**src/common/ixw_consts.svh**
```systemverilog
// Constants for the interrupt and wake-up controller
`ifndef IXW_CONSTS_SVH
`define IXW_CONSTS_SVH
`define IXW_IOR_ADDR    8'hC8
`define IXW_ENA_ADDR    8'hCC
`define IXW_STAT_ADDR   8'hD0
`define IXW_IOR_RST     8'h00
`define IXW_IOR_MASK    8'h70
`define IXW_ENA_RST     8'h00
`define IXW_LES_BIT     6
`define IXW_ESB_BIT     5
`define IXW_GEN_BIT     4
`define IXW_EN_TMR1     0
`define IXW_EN_WRAP     1
`define IXW_EN_MATCH    2
`define IXW_EN_CONV     3
`define IXW_EN_RX       4
`define IXW_EN_TX       5
`define IXW_VEC_NMI     12'hFFC
`define IXW_VEC_SRC1    12'hFF6
`define IXW_VEC_SRC2    12'hFF4
`define IXW_VEC_SRC3    12'hFF2
`define IXW_VEC_SRC4    12'hFF0
`define IXW_PIN_IDLE    3'h7
`define IXW_RESP_OKAY   2'h0
`define IXW_RESP_SLVERR 2'h2
`define IXW_STAB_NS     20000
`define IXW_CLK_NS      10
`define IXW_STAB_CYC    ((`IXW_STAB_NS + `IXW_CLK_NS - 1) / `IXW_CLK_NS)
`endif

```
**src/common/ixw_pkg.sv**
```systemverilog
// Types shared by the interrupt and wake-up controller
package ixw_pkg;
    typedef enum logic [1:0] {FS_NORMAL, FS_IRQ, FS_NMI} ixw_flagset_e;
    typedef enum logic [1:0] {PW_RUN, PW_WAIT, PW_STOP, PW_STAB} ixw_pwr_e;
    typedef struct packed {
        logic spi_done;
        logic timer1_zero_flag;
        logic reload_timer_wrap_flag;
        logic reload_timer_match_flag;
        logic converter_eoc;
        logic serial_byte_received_flag;
        logic serial_byte_sent_flag;
    } ixw_periph_s;
    typedef struct packed {
        logic [11:0]  vector;
        ixw_flagset_e flag_set;
    } ixw_entry_s;
endpackage

```
**src/verilog/ixw_ctrl.sv**
```systemverilog
// Interrupt sequencing and WAIT/STOP wake-up control with AXI4-Lite registers
// Notes on behaviour
// RULE1 - Entry swaps flags to interrupt or NMI set
// RULE2 - Entry pushes program counter onto stack
// RULE3 - Entry inhibits maskable lines, NMI stays live
// RULE4 - Entry clears source latch, then loads vector
// RULE5 - Return restores previous flags, pops counter
// RULE6 - Option register write-only at C8, resets zero
// RULE7 - Bit six selects level mode, source one
// RULE8 - Bit five selects source two edge polarity
// RULE9 - Bit four enables all but NMI
// RULE10 - Global enable low: NMI serviced, no wake
// RULE11 - Timer events gated onto source three
// RULE12 - Converter end gated onto source four
// RULE13 - Serial events gated onto source four
// RULE14 - WAIT halts core, oscillator keeps running
// RULE15 - WAIT wake-up adds no stabilisation delay
// RULE16 - STOP needs watchdog off, halts oscillator
// RULE17 - STOP wake-up waits for oscillator settling
// RULE18 - Reset during WAIT/STOP takes reset path
// RULE19 - Main-routine wake services interrupt then continues
// RULE20 - NMI-routine wake resumes, stays in NMI
// RULE21 - Oscillator selection never touched by wake
// RULE22 - NMI preempts; maskables fixed priority, no nesting
// RULE23 - Edge latch holds one request until entry
// RULE24 - Requests sampled at every instruction end
// RULE25 - Polarity set rising, cleared falling
`timescale 1ns/100ps
`include "ixw_consts.svh"
module ixw_ctrl (
    // Clock and reset
    input  wire logic                REF_CLK,
    input  wire logic                SYS_RST,
    // AXI4-Lite slave
    input  wire logic                AWVALID,
    output logic                     AWREADY,
    input  wire logic [7:0]          AWADDR,
    input  wire logic                WVALID,
    output logic                     WREADY,
    input  wire logic [31:0]         WDATA,
    input  wire logic [3:0]          WSTRB,
    output logic                     BVALID,
    input  wire logic                BREADY,
    output logic [1:0]               BRESP,
    input  wire logic                ARVALID,
    output logic                     ARREADY,
    input  wire logic [7:0]          ARADDR,
    output logic                     RVALID,
    input  wire logic                RREADY,
    output logic [31:0]              RDATA,
    output logic [1:0]               RRESP,
    // Processor core
    input  wire logic                INSTR_END,
    input  wire logic                RETURN_FROM_IRQ_INSTR_EXEC,
    input  wire logic                WAIT_EXEC,
    input  wire logic                STOP_EXEC,
    input  wire logic                WDOG_ACTIVE,
    output logic                     ENTRY_PULSE,
    output ixw_pkg::ixw_entry_s      ENTRY,
    output logic                     PC_PUSH,
    output logic                     PC_POP,
    output ixw_pkg::ixw_flagset_e    FLAG_SET,
    output logic                     CORE_HALT,
    output logic                     OSC_RUN,
    // Request pins, idle high; NMI_N and SRC1_N active low, SRC2_PIN edge set by polarity bit
    input  wire logic                NMI_N,
    input  wire logic                SRC1_N,
    input  wire logic                SRC2_PIN,
    // Peripheral events
    input  wire ixw_pkg::ixw_periph_s PERIPH
);
    logic [2:0]              pin_meta_ff;
    logic [2:0]              pin_sync_ff;
    logic [2:0]              pin_prev_ff;
    logic [7:0]              ior_ff;
    logic [7:0]              ena_ff;
    logic                    nmi_lat_ff;
    logic                    src1_lat_ff;
    logic                    src2_lat_ff;
    ixw_pkg::ixw_flagset_e   mode_ff;
    ixw_pkg::ixw_flagset_e   prev_ff;
    ixw_pkg::ixw_pwr_e       pwr_ff;
    logic [15:0]             stab_cnt_ff;
    logic                    aw_hold_ff;
    logic                    w_hold_ff;
    logic [7:0]              aw_addr_ff;
    logic [31:0]             w_data_ff;
    logic [3:0]              w_strb_ff;
    logic                    gen;
    logic                    src1_level_select;
    logic                    src2_edge_polarity;
    logic                    nmi_fall;
    logic                    src1_fall;
    logic                    src2_edge;
    logic [3:0]              raw_req;
    logic [3:0]              mreq;
    logic                    sample;
    logic                    take_nmi;
    logic                    take_m;
    logic [1:0]              pick;
    logic                    pend_en;
    logic                    wake_wait;
    logic                    wake_stop;
    logic                    stab_done;
    logic                    wr_go;

    // Fixed priority, source 1 first
    function automatic logic [1:0] prio(input logic [3:0] r);
        prio = 2'h3;
        if (r[2]) prio = 2'h2;
        if (r[1]) prio = 2'h1;
        if (r[0]) prio = 2'h0;
    endfunction

    function automatic logic [11:0] vec_of(input logic [1:0] idx);
        case (idx)
            2'h0:    vec_of = `IXW_VEC_SRC1;
            2'h1:    vec_of = `IXW_VEC_SRC2;
            2'h2:    vec_of = `IXW_VEC_SRC3;
            default: vec_of = `IXW_VEC_SRC4;
        endcase
    endfunction

    // Pins cross in through two flops; edges compare the second with a third, delayed copy
    always_ff @(posedge REF_CLK) begin
        if (SYS_RST) begin
            pin_meta_ff <= `IXW_PIN_IDLE;
            pin_sync_ff <= `IXW_PIN_IDLE;
            pin_prev_ff <= `IXW_PIN_IDLE;
        end else begin
            pin_meta_ff <= {SRC2_PIN, SRC1_N, NMI_N};
            pin_sync_ff <= pin_meta_ff;
            pin_prev_ff <= pin_sync_ff;
        end
    end

    assign gen = ior_ff[`IXW_GEN_BIT];
    assign src1_level_select = ior_ff[`IXW_LES_BIT];
    assign src2_edge_polarity = ior_ff[`IXW_ESB_BIT];
    assign nmi_fall  = pin_prev_ff[0] & ~pin_sync_ff[0];
    assign src1_fall = pin_prev_ff[1] & ~pin_sync_ff[1];
    // RULE25 polarity edge select
    // RULE8 source two polarity
    assign src2_edge = src2_edge_polarity ? (~pin_prev_ff[2] & pin_sync_ff[2])
                           : (pin_prev_ff[2] & ~pin_sync_ff[2]);

    // RULE7 level or latched edge
    assign raw_req[0] = (src1_level_select ? ~pin_sync_ff[1] : src1_lat_ff) | PERIPH.spi_done;
    assign raw_req[1] = src2_lat_ff;
    // RULE11 timer events to three
    assign raw_req[2] = (PERIPH.timer1_zero_flag & ena_ff[`IXW_EN_TMR1])
                      | (PERIPH.reload_timer_wrap_flag & ena_ff[`IXW_EN_WRAP])
                      | (PERIPH.reload_timer_match_flag & ena_ff[`IXW_EN_MATCH]);
    // RULE12 converter to four
    // RULE13 serial events to four
    assign raw_req[3] = (PERIPH.converter_eoc & ena_ff[`IXW_EN_CONV])
                      | (PERIPH.serial_byte_received_flag & ena_ff[`IXW_EN_RX])
                      | (PERIPH.serial_byte_sent_flag & ena_ff[`IXW_EN_TX]);
    // RULE9 global enable gate
    assign mreq = gen ? raw_req : 4'h0;

    // RULE24 sample at instruction end
    assign sample = (INSTR_END & (pwr_ff == ixw_pkg::PW_RUN)) | wake_wait | stab_done;
    // RULE22 NMI preempts anything but itself
    assign take_nmi = sample & nmi_lat_ff & (mode_ff != ixw_pkg::FS_NMI);
    // RULE3 maskables only from main routine
    assign take_m = sample & ~take_nmi & (mode_ff == ixw_pkg::FS_NORMAL) & (|mreq);
    assign pick = prio(mreq);
    assign pend_en = (|mreq) | nmi_lat_ff;

    // RULE23 edge latches, set wins over clear
    always_ff @(posedge REF_CLK) begin
        if (SYS_RST) begin
            nmi_lat_ff  <= 1'b0;
            src1_lat_ff <= 1'b0;
            src2_lat_ff <= 1'b0;
        end else begin
            // RULE4 latch cleared on entry
            if (nmi_fall)
                nmi_lat_ff <= 1'b1;
            else if (take_nmi)
                nmi_lat_ff <= 1'b0;
            if (src1_fall & ~src1_level_select)
                src1_lat_ff <= 1'b1;
            else if ((take_m & (pick == 2'h0)) | src1_level_select)
                src1_lat_ff <= 1'b0;
            if (src2_edge)
                src2_lat_ff <= 1'b1;
            else if (take_m & (pick == 2'h1))
                src2_lat_ff <= 1'b0;
        end
    end

    // RULE1 flag pair follows mode
    // RULE5 return restores previous set
    always_ff @(posedge REF_CLK) begin
        if (SYS_RST) begin
            mode_ff <= ixw_pkg::FS_NORMAL;
            prev_ff <= ixw_pkg::FS_NORMAL;
        end else if (RETURN_FROM_IRQ_INSTR_EXEC) begin
            mode_ff <= (mode_ff == ixw_pkg::FS_NMI) ? prev_ff : ixw_pkg::FS_NORMAL;
            prev_ff <= ixw_pkg::FS_NORMAL;
        end else if (take_nmi) begin
            mode_ff <= ixw_pkg::FS_NMI;
            prev_ff <= mode_ff;
        end else if (take_m) begin
            mode_ff <= ixw_pkg::FS_IRQ;
        end
    end
    assign FLAG_SET = mode_ff;

    // RULE2 push then vector load
    always_ff @(posedge REF_CLK) begin
        if (SYS_RST) begin
            ENTRY_PULSE <= 1'b0;
            PC_PUSH     <= 1'b0;
            PC_POP      <= 1'b0;
            ENTRY       <= '{vector: `IXW_VEC_NMI, flag_set: ixw_pkg::FS_NORMAL};
        end else begin
            ENTRY_PULSE <= take_nmi | take_m;
            PC_PUSH     <= take_nmi | take_m;
            PC_POP      <= RETURN_FROM_IRQ_INSTR_EXEC;
            if (take_nmi)
                ENTRY <= '{vector: `IXW_VEC_NMI, flag_set: ixw_pkg::FS_NMI};
            else if (take_m)
                ENTRY <= '{vector: vec_of(pick), flag_set: ixw_pkg::FS_IRQ};
        end
    end

    // RULE10 wake needs global enable
    assign wake_wait = (pwr_ff == ixw_pkg::PW_WAIT) & gen & pend_en;
    assign wake_stop = (pwr_ff == ixw_pkg::PW_STOP) & gen
                     & (nmi_lat_ff | src2_lat_ff | raw_req[0]);
    assign stab_done = (pwr_ff == ixw_pkg::PW_STAB)
                     & (stab_cnt_ff == 16'(`IXW_STAB_CYC - 1));

    // Block runs on a free clock; the core clock is what STOP gates.
    // RULE18 reset returns to run
    // RULE21 oscillator selection untouched
    always_ff @(posedge REF_CLK) begin
        if (SYS_RST) begin
            pwr_ff      <= ixw_pkg::PW_RUN;
            stab_cnt_ff <= 16'h0000;
        end else begin
            case (pwr_ff)
                ixw_pkg::PW_RUN: begin
                    // RULE16 STOP only with watchdog off
                    if (STOP_EXEC & ~pend_en)
                        pwr_ff <= WDOG_ACTIVE ? ixw_pkg::PW_WAIT : ixw_pkg::PW_STOP;
                    // RULE14 WAIT freezes the core
                    else if (WAIT_EXEC & ~pend_en)
                        pwr_ff <= ixw_pkg::PW_WAIT;
                end
                ixw_pkg::PW_WAIT: begin
                    // RULE15 no settling after WAIT
                    // RULE19 entry follows wake at once
                    if (wake_wait)
                        pwr_ff <= ixw_pkg::PW_RUN;
                end
                ixw_pkg::PW_STOP: begin
                    if (wake_stop) begin
                        pwr_ff      <= ixw_pkg::PW_STAB;
                        stab_cnt_ff <= 16'h0000;
                    end
                end
                ixw_pkg::PW_STAB: begin
                    // RULE17 settle before first instruction
                    // RULE20 NMI mode blocks any entry
                    if (stab_done)
                        pwr_ff <= ixw_pkg::PW_RUN;
                    else
                        stab_cnt_ff <= stab_cnt_ff + 16'h0001;
                end
                default: pwr_ff <= ixw_pkg::PW_RUN;
            endcase
        end
    end
    assign CORE_HALT = (pwr_ff != ixw_pkg::PW_RUN);
    assign OSC_RUN   = (pwr_ff != ixw_pkg::PW_STOP);

    // Write channels are taken in either order, answered once both held
    assign AWREADY = ~aw_hold_ff & ~BVALID;
    assign WREADY  = ~w_hold_ff & ~BVALID;
    assign wr_go   = aw_hold_ff & w_hold_ff & ~BVALID;
    always_ff @(posedge REF_CLK) begin
        if (SYS_RST) begin
            aw_hold_ff <= 1'b0;
            w_hold_ff  <= 1'b0;
            aw_addr_ff <= 8'h00;
            w_data_ff  <= 32'h00000000;
            w_strb_ff  <= 4'h0;
        end else begin
            if (AWVALID & AWREADY) begin
                aw_hold_ff <= 1'b1;
                aw_addr_ff <= AWADDR;
            end else if (wr_go) begin
                aw_hold_ff <= 1'b0;
            end
            if (WVALID & WREADY) begin
                w_hold_ff <= 1'b1;
                w_data_ff <= WDATA;
                w_strb_ff <= WSTRB;
            end else if (wr_go) begin
                w_hold_ff <= 1'b0;
            end
        end
    end

    // RULE6 option register, write only
    always_ff @(posedge REF_CLK) begin
        if (SYS_RST) begin
            ior_ff <= `IXW_IOR_RST;
            ena_ff <= `IXW_ENA_RST;
        end else if (wr_go & w_strb_ff[0]) begin
            if (aw_addr_ff == `IXW_IOR_ADDR)
                ior_ff <= w_data_ff[7:0] & `IXW_IOR_MASK;
            if (aw_addr_ff == `IXW_ENA_ADDR)
                ena_ff <= w_data_ff[7:0];
        end
    end

    always_ff @(posedge REF_CLK) begin
        if (SYS_RST) begin
            BVALID <= 1'b0;
            BRESP  <= `IXW_RESP_OKAY;
        end else if (wr_go) begin
            BVALID <= 1'b1;
            BRESP  <= ((aw_addr_ff == `IXW_IOR_ADDR) | (aw_addr_ff == `IXW_ENA_ADDR))
                      ? `IXW_RESP_OKAY : `IXW_RESP_SLVERR;
        end else if (BREADY) begin
            BVALID <= 1'b0;
        end
    end

    // Option register reads zero: software must keep its own copy
    assign ARREADY = ~RVALID;
    always_ff @(posedge REF_CLK) begin
        if (SYS_RST) begin
            RVALID <= 1'b0;
            RDATA  <= 32'h00000000;
            RRESP  <= `IXW_RESP_OKAY;
        end else if (ARVALID & ARREADY) begin
            RVALID <= 1'b1;
            RRESP  <= `IXW_RESP_OKAY;
            case (ARADDR)
                `IXW_IOR_ADDR:  RDATA <= 32'h00000000;
                `IXW_ENA_ADDR:  RDATA <= {24'h000000, ena_ff};
                `IXW_STAT_ADDR: RDATA <= {23'h000000, nmi_lat_ff, raw_req, pwr_ff, mode_ff};
                default: begin
                    RDATA <= 32'h00000000;
                    RRESP <= `IXW_RESP_SLVERR;
                end
            endcase
        end else if (RREADY) begin
            RVALID <= 1'b0;
        end
    end
endmodule // ixw_ctrl
```
**config.mk**
```make
export PLATFORM = sky130hd
export DESIGN_NAME = ixw_ctrl
export DESIGN_NICKNAME = d
export VERILOG_FILES = /design/src/common/ixw_pkg.sv /design/src/verilog/ixw_ctrl.sv
export VERILOG_INCLUDE_DIRS = /design/src /design/src/common
export SDC_FILE = /design/constraint.sdc
export NUM_CORES = 1
export LEC_CHECK = 0
export BUFFER_PORTS_ARGS = -buffer_cell sky130_fd_sc_hd__buf_2
export CORE_MARGIN = 2
export CORE_UTILIZATION = 45
export CTS_CLUSTER_SIZE = 14
export DETAILED_ROUTE_END_ITERATION = 10
export PLACE_DENSITY_LB_ADDON = 0.1
export RECOVER_POWER = 25
export SETUP_SLACK_MARGIN = 0.3
export SLEW_MARGIN = 20
export SYNTH_ARGS = -nofsm -noshare
export SYNTH_HDL_FRONTEND = slang
export SYNTH_SLANG_ARGS = --single-unit
```
**constraint.sdc**
```tcl
create_clock -name REF_CLK -period 2.06 [get_ports REF_CLK]
set_input_delay 0.412 -clock REF_CLK [delete_from_list [all_inputs] [get_ports REF_CLK]]
set_output_delay 0.412 -clock REF_CLK [all_outputs]
set_load 0.05 [all_outputs]
```
# Yosys cells after proc, flatten, opt, wreduce, memory -nomap -nowiden
# Cells that the tools add are included.
[word_totals] in_bits=74 out_inout_bits=62 reg_bits=111 elab_cells=166
[op_classes] n_eq_ne=19 bitwise_logic=58 n_reduce_logical=22 n_addsub=1 muxes=39
[ops] cell="$eq A8 B8 Y1 const B" count=5
[ops] cell="$and A1 B1 Y1" count=34
[ops] cell="$mux W16" count=2
[ops] cell="$mux W2" count=16
[ops] cell="$pmux W16 S2" count=1
[ops] cell="$reduce_bool A2 Y1" count=10
[ops] cell="$pmux W9 S2" count=1
[ops] cell="$add A16 B1 Y16 const B" count=1
[ops] cell="$eq A16 B11 Y1 const B" count=1
[ops] cell="$mux W1" count=16
[ops] cell="$or A1 B1 Y1" count=13
[ops] cell="$ne A2 B2 Y1 const B" count=6
[ops] cell="$not A1 Y1" count=11
[ops] cell="$pmux W3 S3" count=1
[ops] cell="$eq A2 B2 Y1 const B" count=4
[ops] cell="$pmux W2 S4" count=1
[ops] cell="$logic_not A2 Y1" count=3
[ops] cell="$eq A2 B1 Y1 const B" count=2
[ops] cell="$mux W4" count=1
[ops] cell="$reduce_and A2 Y1" count=2
[ops] cell="$reduce_and A4 Y1" count=1
[ops] cell="$reduce_or A2 Y1" count=2
[ops] cell="$reduce_or A4 Y1" count=1
[ops] cell="$ne A3 B1 Y1 const B" count=1
[ops] cell="3 further kinds" count=3

# Logic depth before layout (Yosys ltp)
[logic_depth] word_depth=19 depth_mapped=8 ltp_nobuf=6

# Worst setup path before layout
# No wires, ideal clock.
[synth_path] kind="reg2reg" start="register BVALID" end="register w_data_ff[7]" path_slack_ns=0.058 synth_period_minus_slack_ns=2.002 required_time_ns=1.989 path_stages_with_launch=6 setup_ns=0.071 n_path_buf=1 t_arrival_ns=1.932 path_cell_list="dfxtp_1 nor2_1 and2_1 clkbuf_1 nand2_1 a21oi_1"
[synth_between] elab_chain_len=3
[synth_rtl] item="start, declared" line="ixw_ctrl.sv:42" text="output logic BVALID,"
[synth_rtl] item="start signal, assigned" line="ixw_ctrl.sv:324" text="BVALID <= 1'b0;"
[synth_rtl] item="start signal, assigned" line="ixw_ctrl.sv:327" text="BVALID <= 1'b1;"
[synth_rtl] item="start signal, assigned" line="ixw_ctrl.sv:331" text="BVALID <= 1'b0;"
[synth_rtl] item="$not A1 Y1" line="ixw_ctrl.sv:283" text="assign WREADY = ~w_hold_ff & ~BVALID;"
[synth_rtl] item="$and A1 B1 Y1" line="ixw_ctrl.sv:283"
[synth_rtl] item="via WREADY" line="ixw_ctrl.sv:39" text="output logic WREADY,"
[synth_rtl] item="$and A1 B1 Y1" line="ixw_ctrl.sv:299" text="if (WVALID & WREADY) begin"
[synth_rtl] item="end signal, assigned" line="ixw_ctrl.sv:290" text="w_data_ff <= 32'h00000000;"
[synth_rtl] item="end signal, assigned" line="ixw_ctrl.sv:301" text="w_data_ff <= WDATA;"
[synth_rtl] item="end, declared" line="ixw_ctrl.sv:87" text="logic [31:0] w_data_ff;"
# The timed path passes the listed nets, and every way through them passes these cells.
# A chain may end at the register's enable or synchronous reset.

# Worst setup path after layout
[layout_path] start="register ena_ff[0]" end="register src1_lat_ff"
[layout_between] elab_chain_len=18 elab_cells_between_ends=22 cone_classes="4 x mux; 15 x bitwise; 3 x reduce/logical"
[layout_rtl] item="start, declared" line="ixw_ctrl.sv:76" text="logic [7:0] ena_ff;"
[layout_rtl] item="start signal, assigned" line="ixw_ctrl.sv:313" text="ena_ff <= `IXW_ENA_RST;"
[layout_rtl] item="start signal, assigned" line="ixw_ctrl.sv:318" text="ena_ff <= w_data_ff[7:0];"
[layout_rtl] item="$and A1 B1 Y1 *" line="ixw_ctrl.sv:151" text="assign raw_req[2] = (PERIPH.timer1_zero_flag & ena_ff[`IXW_EN_TMR1])"
[layout_rtl] item="$or A1 B1 Y1 * (2 in a row)" line="ixw_ctrl.sv:151"
[layout_rtl] item="$mux W4 *" line="ixw_ctrl.sv:160" text="assign mreq = gen ? raw_req : 4'h0;"
[layout_rtl] item="$reduce_or A4 Y1" line="ixw_ctrl.sv:167, ixw_ctrl.sv:169"
[layout_rtl] item="$or A1 B1 Y1" line="ixw_ctrl.sv:169" text="assign pend_en = (|mreq) | nmi_lat_ff;"
[layout_rtl] item="$and A1 B1 Y1" line="ixw_ctrl.sv:231" text="assign wake_wait = (pwr_ff == ixw_pkg::PW_WAIT) & gen & pend_en;"
[layout_rtl] item="$or A1 B1 Y1 (2 in a row)" line="ixw_ctrl.sv:163" text="assign sample = (INSTR_END & (pwr_ff == ixw_pkg::PW_RUN)) | wake_wait | stab_done;"
[layout_rtl] item="$and A1 B1 Y1 (2 in a row)" line="ixw_ctrl.sv:165" text="assign take_nmi = sample & nmi_lat_ff & (mode_ff != ixw_pkg::FS_NMI);"
[layout_rtl] item="$not A1 Y1" line="ixw_ctrl.sv:167" text="assign take_m = sample & ~take_nmi & (mode_ff == ixw_pkg::FS_NORMAL) & (|mreq);"
[layout_rtl] item="$and A1 B1 Y1 (3 in a row)" line="ixw_ctrl.sv:167"
[layout_rtl] item="$and A1 B1 Y1 *" line="ixw_ctrl.sv:185" text="else if ((take_m & (pick == 2'h0)) | src1_level_select)"
[layout_rtl] item="$or A1 B1 Y1 *" line="ixw_ctrl.sv:185"
[layout_rtl] item="$reduce_bool A2 Y1 (no line) *"
[layout_rtl] item="end signal, assigned" line="ixw_ctrl.sv:175" text="src1_lat_ff <= 1'b0;"
[layout_rtl] item="end signal, assigned" line="ixw_ctrl.sv:184" text="src1_lat_ff <= 1'b1;"
[layout_rtl] item="end signal, assigned" line="ixw_ctrl.sv:186" text="src1_lat_ff <= 1'b0;"
[layout_rtl] item="end, declared" line="ixw_ctrl.sv:78" text="logic src1_lat_ff;"
# Mark *: on every way between the ends. The rest lies on a longest branch, timed or not.

==> implementation parameters <==
Parameter                              Value

Run status
  Status    finished, final reports clean

Global route
  Total GRT Usage    19.2%
  Total congestion overflow    0
  Initial antenna violation count    0
  Pin count of the biggest net entering global routing    48
  Global-route wire length before repair    15000 µm
  Vias in the first global route    between 3000 and 4000

Clock tree
  Number of buffers inserted during clock tree synthesis    9
  H-Tree Depth    3
  CTS max path bufs    2
  Clock insertion delay at the later pin of the skew report    0.35 ns
  Clock-pin slew of the registers on the worst-case setup and hold paths    0.09 ns
  TritonCTS clock tree    done
  Total number of clock tree sinks    84
  Cell at the root of the clock tree    sky130_fd_sc_hd__clkbuf_8

Cells and area
  Leading cell type in the layout, fill and taps excluded    sky130_fd_sc_hd__buf_2
  Area overhead of the layout relative to synthesis    24.5%
  Antenna diode instance count    0
  Combined flip-flop and latch cell area    0.00171 mm²
  Commonest cells after routing, fill and taps aside    sky130_fd_sc_hd__buf_2 (73), sky130_fd_sc_hd__dfxtp_1 (64), sky130_fd_sc_hd__nand2_1 (56)
  Multi-input logic area    slightly above 0.002 mm²
  Fill count    785
  Share of post-route cells with drive strength above 1    33.2%
  Count of nets after finishing    625
  Cell area after layout    0.00481 mm²

Timing
  Post-layout worst setup margin    0.154 ns
  Min cycle time layout    1.91 ns
  Count of endpoints failing hold in the final timing report    0
  Ratio of final minimum period to clock period    92.5%
  Setup repair after global routing missed its margin    yes
  Maximum frequency from static timing analysis    0.525 GHz
  Number of failing setup endpoints in the final timing report    0
  Pins Over Slew Limit    0
  Relative slew margins    a little under half
  Transition time of the tightest slew-check pin    0.793 ns
  Final Skew    0.0158 ns

Floorplanning
  Initial cell density of the core    46.8%
  Core area    0.00826 mm²
  Row count    33
  Height of the chip    96.7 µm
  Number of primary I/O pins    136
  Area of the die    0.00935 mm²
  Die W    96.7 µm

Routing
  Final wirelength    9090 µm
  Antenna violation net count after detailed routing    0
  Initial DRC count    about 170
  Post-detailed-route DRC marker count    0
  Total iterations of the first detailed-routing run    4
  Post-detailed-route via-to-cell ratio    5.15
  Wirelength per Cell    13.8 µm
  Detailed-route via count    3401

Placed design
  Count of buffers inserted at the top-level ports    74
  Post-place setup slack    -0.0169 ns
  Gp weighted congestion    roughly 0.79
  Dpl hpwl    6310 µm
  Placed Area    0.00432 mm²

Flow run
  Max-cap violations    0

Worst setup path
  Worst setup SP type    flip-flop
  Critical path type    flip-flop to flip-flop
  Critical Path Sink Type    flip-flop
  Maximum net fanout on the critical path    5
  Critical path data required time    2.32 ns
  Arrival @ worst endpoint    2.17 ns

Synth
  Post-synthesis async set-or-reset flop share    0%
  Area share of and/or/nand/nor cells after synthesis    a little under a quarter
  Portion of netlist area occupied by mux cells    2.85%
  Fraction of the mapped netlist area in compound gates    19.5%
  Post-Synthesis Cell Area    0.00387 mm²
  Number of flops mapped to enable cells by yosys    0
  Xor and xnor area share after synthesis    0.227%
  Area share of fa/ha/maj cells after synthesis    less than 1%
  Synthesized flop and latch total    84
  Syn Area/Cell    ~8.5 µm²
  Number of synthesis warnings    0
  Synthesized netlist cell count    ~460
  Dominant register cell in the synthesized netlist    sky130_fd_sc_hd__dfxtp_1
  Sequential element share of the synthesized area    43.5%
  Dominant combinational cell family by area after synthesis    simple AND/OR/NAND/NOR gates
  Distinct cells, synth    59

Worst hold path
  Hold WC Path Type    input port to flip-flop

Power and ir drop
  Static leakage    2.00 nW
  Areal power density over the cells    724 mW/mm²
  Worst voltage drop across the vdd grid    0.328 mV
## timing repair
item / CTS / global route
cloned: 1 / 0
buffers inserted: 9 / 5
hold buffers: 0 / 0
gates resized for setup: 22 / 40
pin swaps: 23 / 19
endpoints found under the setup margin: 30 / 32
## Yosys cell counts (3+ instances only)
cell type                  instances  area [µm²]
sky130_fd_sc_hd__and3_1            7        43.8
sky130_fd_sc_hd__or3_1             5        31.3
sky130_fd_sc_hd__o21ai_1           4        20.0
sky130_fd_sc_hd__a22oi_1           9        67.6
sky130_fd_sc_hd__nand2_1          57         214
sky130_fd_sc_hd__and2_1            4        25.0
sky130_fd_sc_hd__nor2b_1           3        18.8
sky130_fd_sc_hd__or4b_1            3        30.0
sky130_fd_sc_hd__nand2b_1          6        37.5
sky130_fd_sc_hd__o31ai_1           8        60.1
sky130_fd_sc_hd__buf_2             5        25.0
sky130_fd_sc_hd__clkbuf_1         17        63.8
sky130_fd_sc_hd__nand3_1          13        65.1
sky130_fd_sc_hd__or2_2             8        50.1
sky130_fd_sc_hd__mux2i_1          11         110
sky130_fd_sc_hd__inv_1            16        60.1
sky130_fd_sc_hd__nor2_1           39         146
sky130_fd_sc_hd__buf_4            36         270
sky130_fd_sc_hd__nand4_1           5        31.3
sky130_fd_sc_hd__o21ai_0           7        35.0
sky130_fd_sc_hd__or4_1             8        60.1
sky130_fd_sc_hd__a31oi_1           3        18.8
sky130_fd_sc_hd__dfxtp_1          84        1680
sky130_fd_sc_hd__a21oi_1          45         225
sky130_fd_sc_hd__a211oi_1         10        75.1
## metrics by stage
stage	hold slack [ns]	total power, mW	util (%)	TNS, ns	instances
final	0.228	3.49	58.3	0	660
after detailed placement	0.397	2.29	52.3	-0.0169	629
after floorplan	0.389	2.21	-	0	489
after CTS	0.222	3.51	56.5	0	655
after global routing	0.212	3.65	58.3	0	660
after global placement	0.393	2.29	52.3	-0.161	629
## power by group
part           switching, mW  leakage, nW  internal (mW)  total (mW)
sequential            0.0368        0.696           1.68        1.71
combinational          0.411         1.20          0.144       0.556
clock                  0.613       0.0991          0.602        1.22
total                   1.06         2.00           2.42        3.49
## critical path, stage by stage (launching register included)
cell                        delay [ns]
sky130_fd_sc_hd__dfxtp_2          0.33
sky130_fd_sc_hd__a222oi_1         0.36
sky130_fd_sc_hd__buf_4            0.20
sky130_fd_sc_hd__nand2_4          0.05
sky130_fd_sc_hd__o31a_1           0.30
sky130_fd_sc_hd__o21a_2           0.27
sky130_fd_sc_hd__a2111oi_4        0.32
## final cells by class
type | count | area share [%]
Multi-Input combinational cell | 331 | 42.2
Inverter | 16 | 1.25
Clock inverter | 6 | 1.48
Clock buffer | 10 | 2.86
Tap cell | 105 | 2.73
Sequential cell | 84 | 35.6
Timing Repair Buffer | 108 | 13.9
## sequential cells by signal (all words and copies together), names as in the netlist, 2 cells and up
| signal | count |
|---|---|
| prev_ff | 2 |
| FLAG_SET | 2 |
| ena_ff | 8 |
| pwr_ff | 2 |
| ENTRY | 5 |
| pin_sync_ff | 3 |
| ior_ff | 3 |
| stab_cnt_ff | 16 |
| pin_prev_ff | 3 |
| aw_addr_ff | 8 |
| RDATA | 9 |
| w_data_ff | 8 |
| pin_meta_ff | 3 |
## cell families after synthesis
| logic type | after synthesis |
|---|---|
| simple gates | 173 |
| fa+ha+maj | 1 |
| compound gates | 111 |
| flops | 84 |
| other cells | 2 |
| mux | 11 |
| buf+inv | 74 |
| xor+xnor | 1 |
## routing by layer
| metal | share of wire (%) | vias to the layer above | track usage [%] |
|---|---|---|---|
| met1 | 47 | 1569 | 25.9 |
| met2 | 47 | 85 | 30.3 |
| met5 | 0 | - | 0 |
| li1 | - | 1734 | - |
| met3 | 5.0 | 13 | 4.77 |
| met4 | 1.3 | 0 | 6.50 |
## worst paths after layout
path         depth (start not counted)  slack [ns]      startpoint             end
max                                  6        0.15       ena_ff[0]     src1_lat_ff
min                                  2        0.23          RREADY          RVALID
max reg2reg                          6        0.15       ena_ff[0]     src1_lat_ff
min reg2reg                          1        0.42  pin_meta_ff[2]  pin_sync_ff[2]
(Power assumes the default switching activity.)
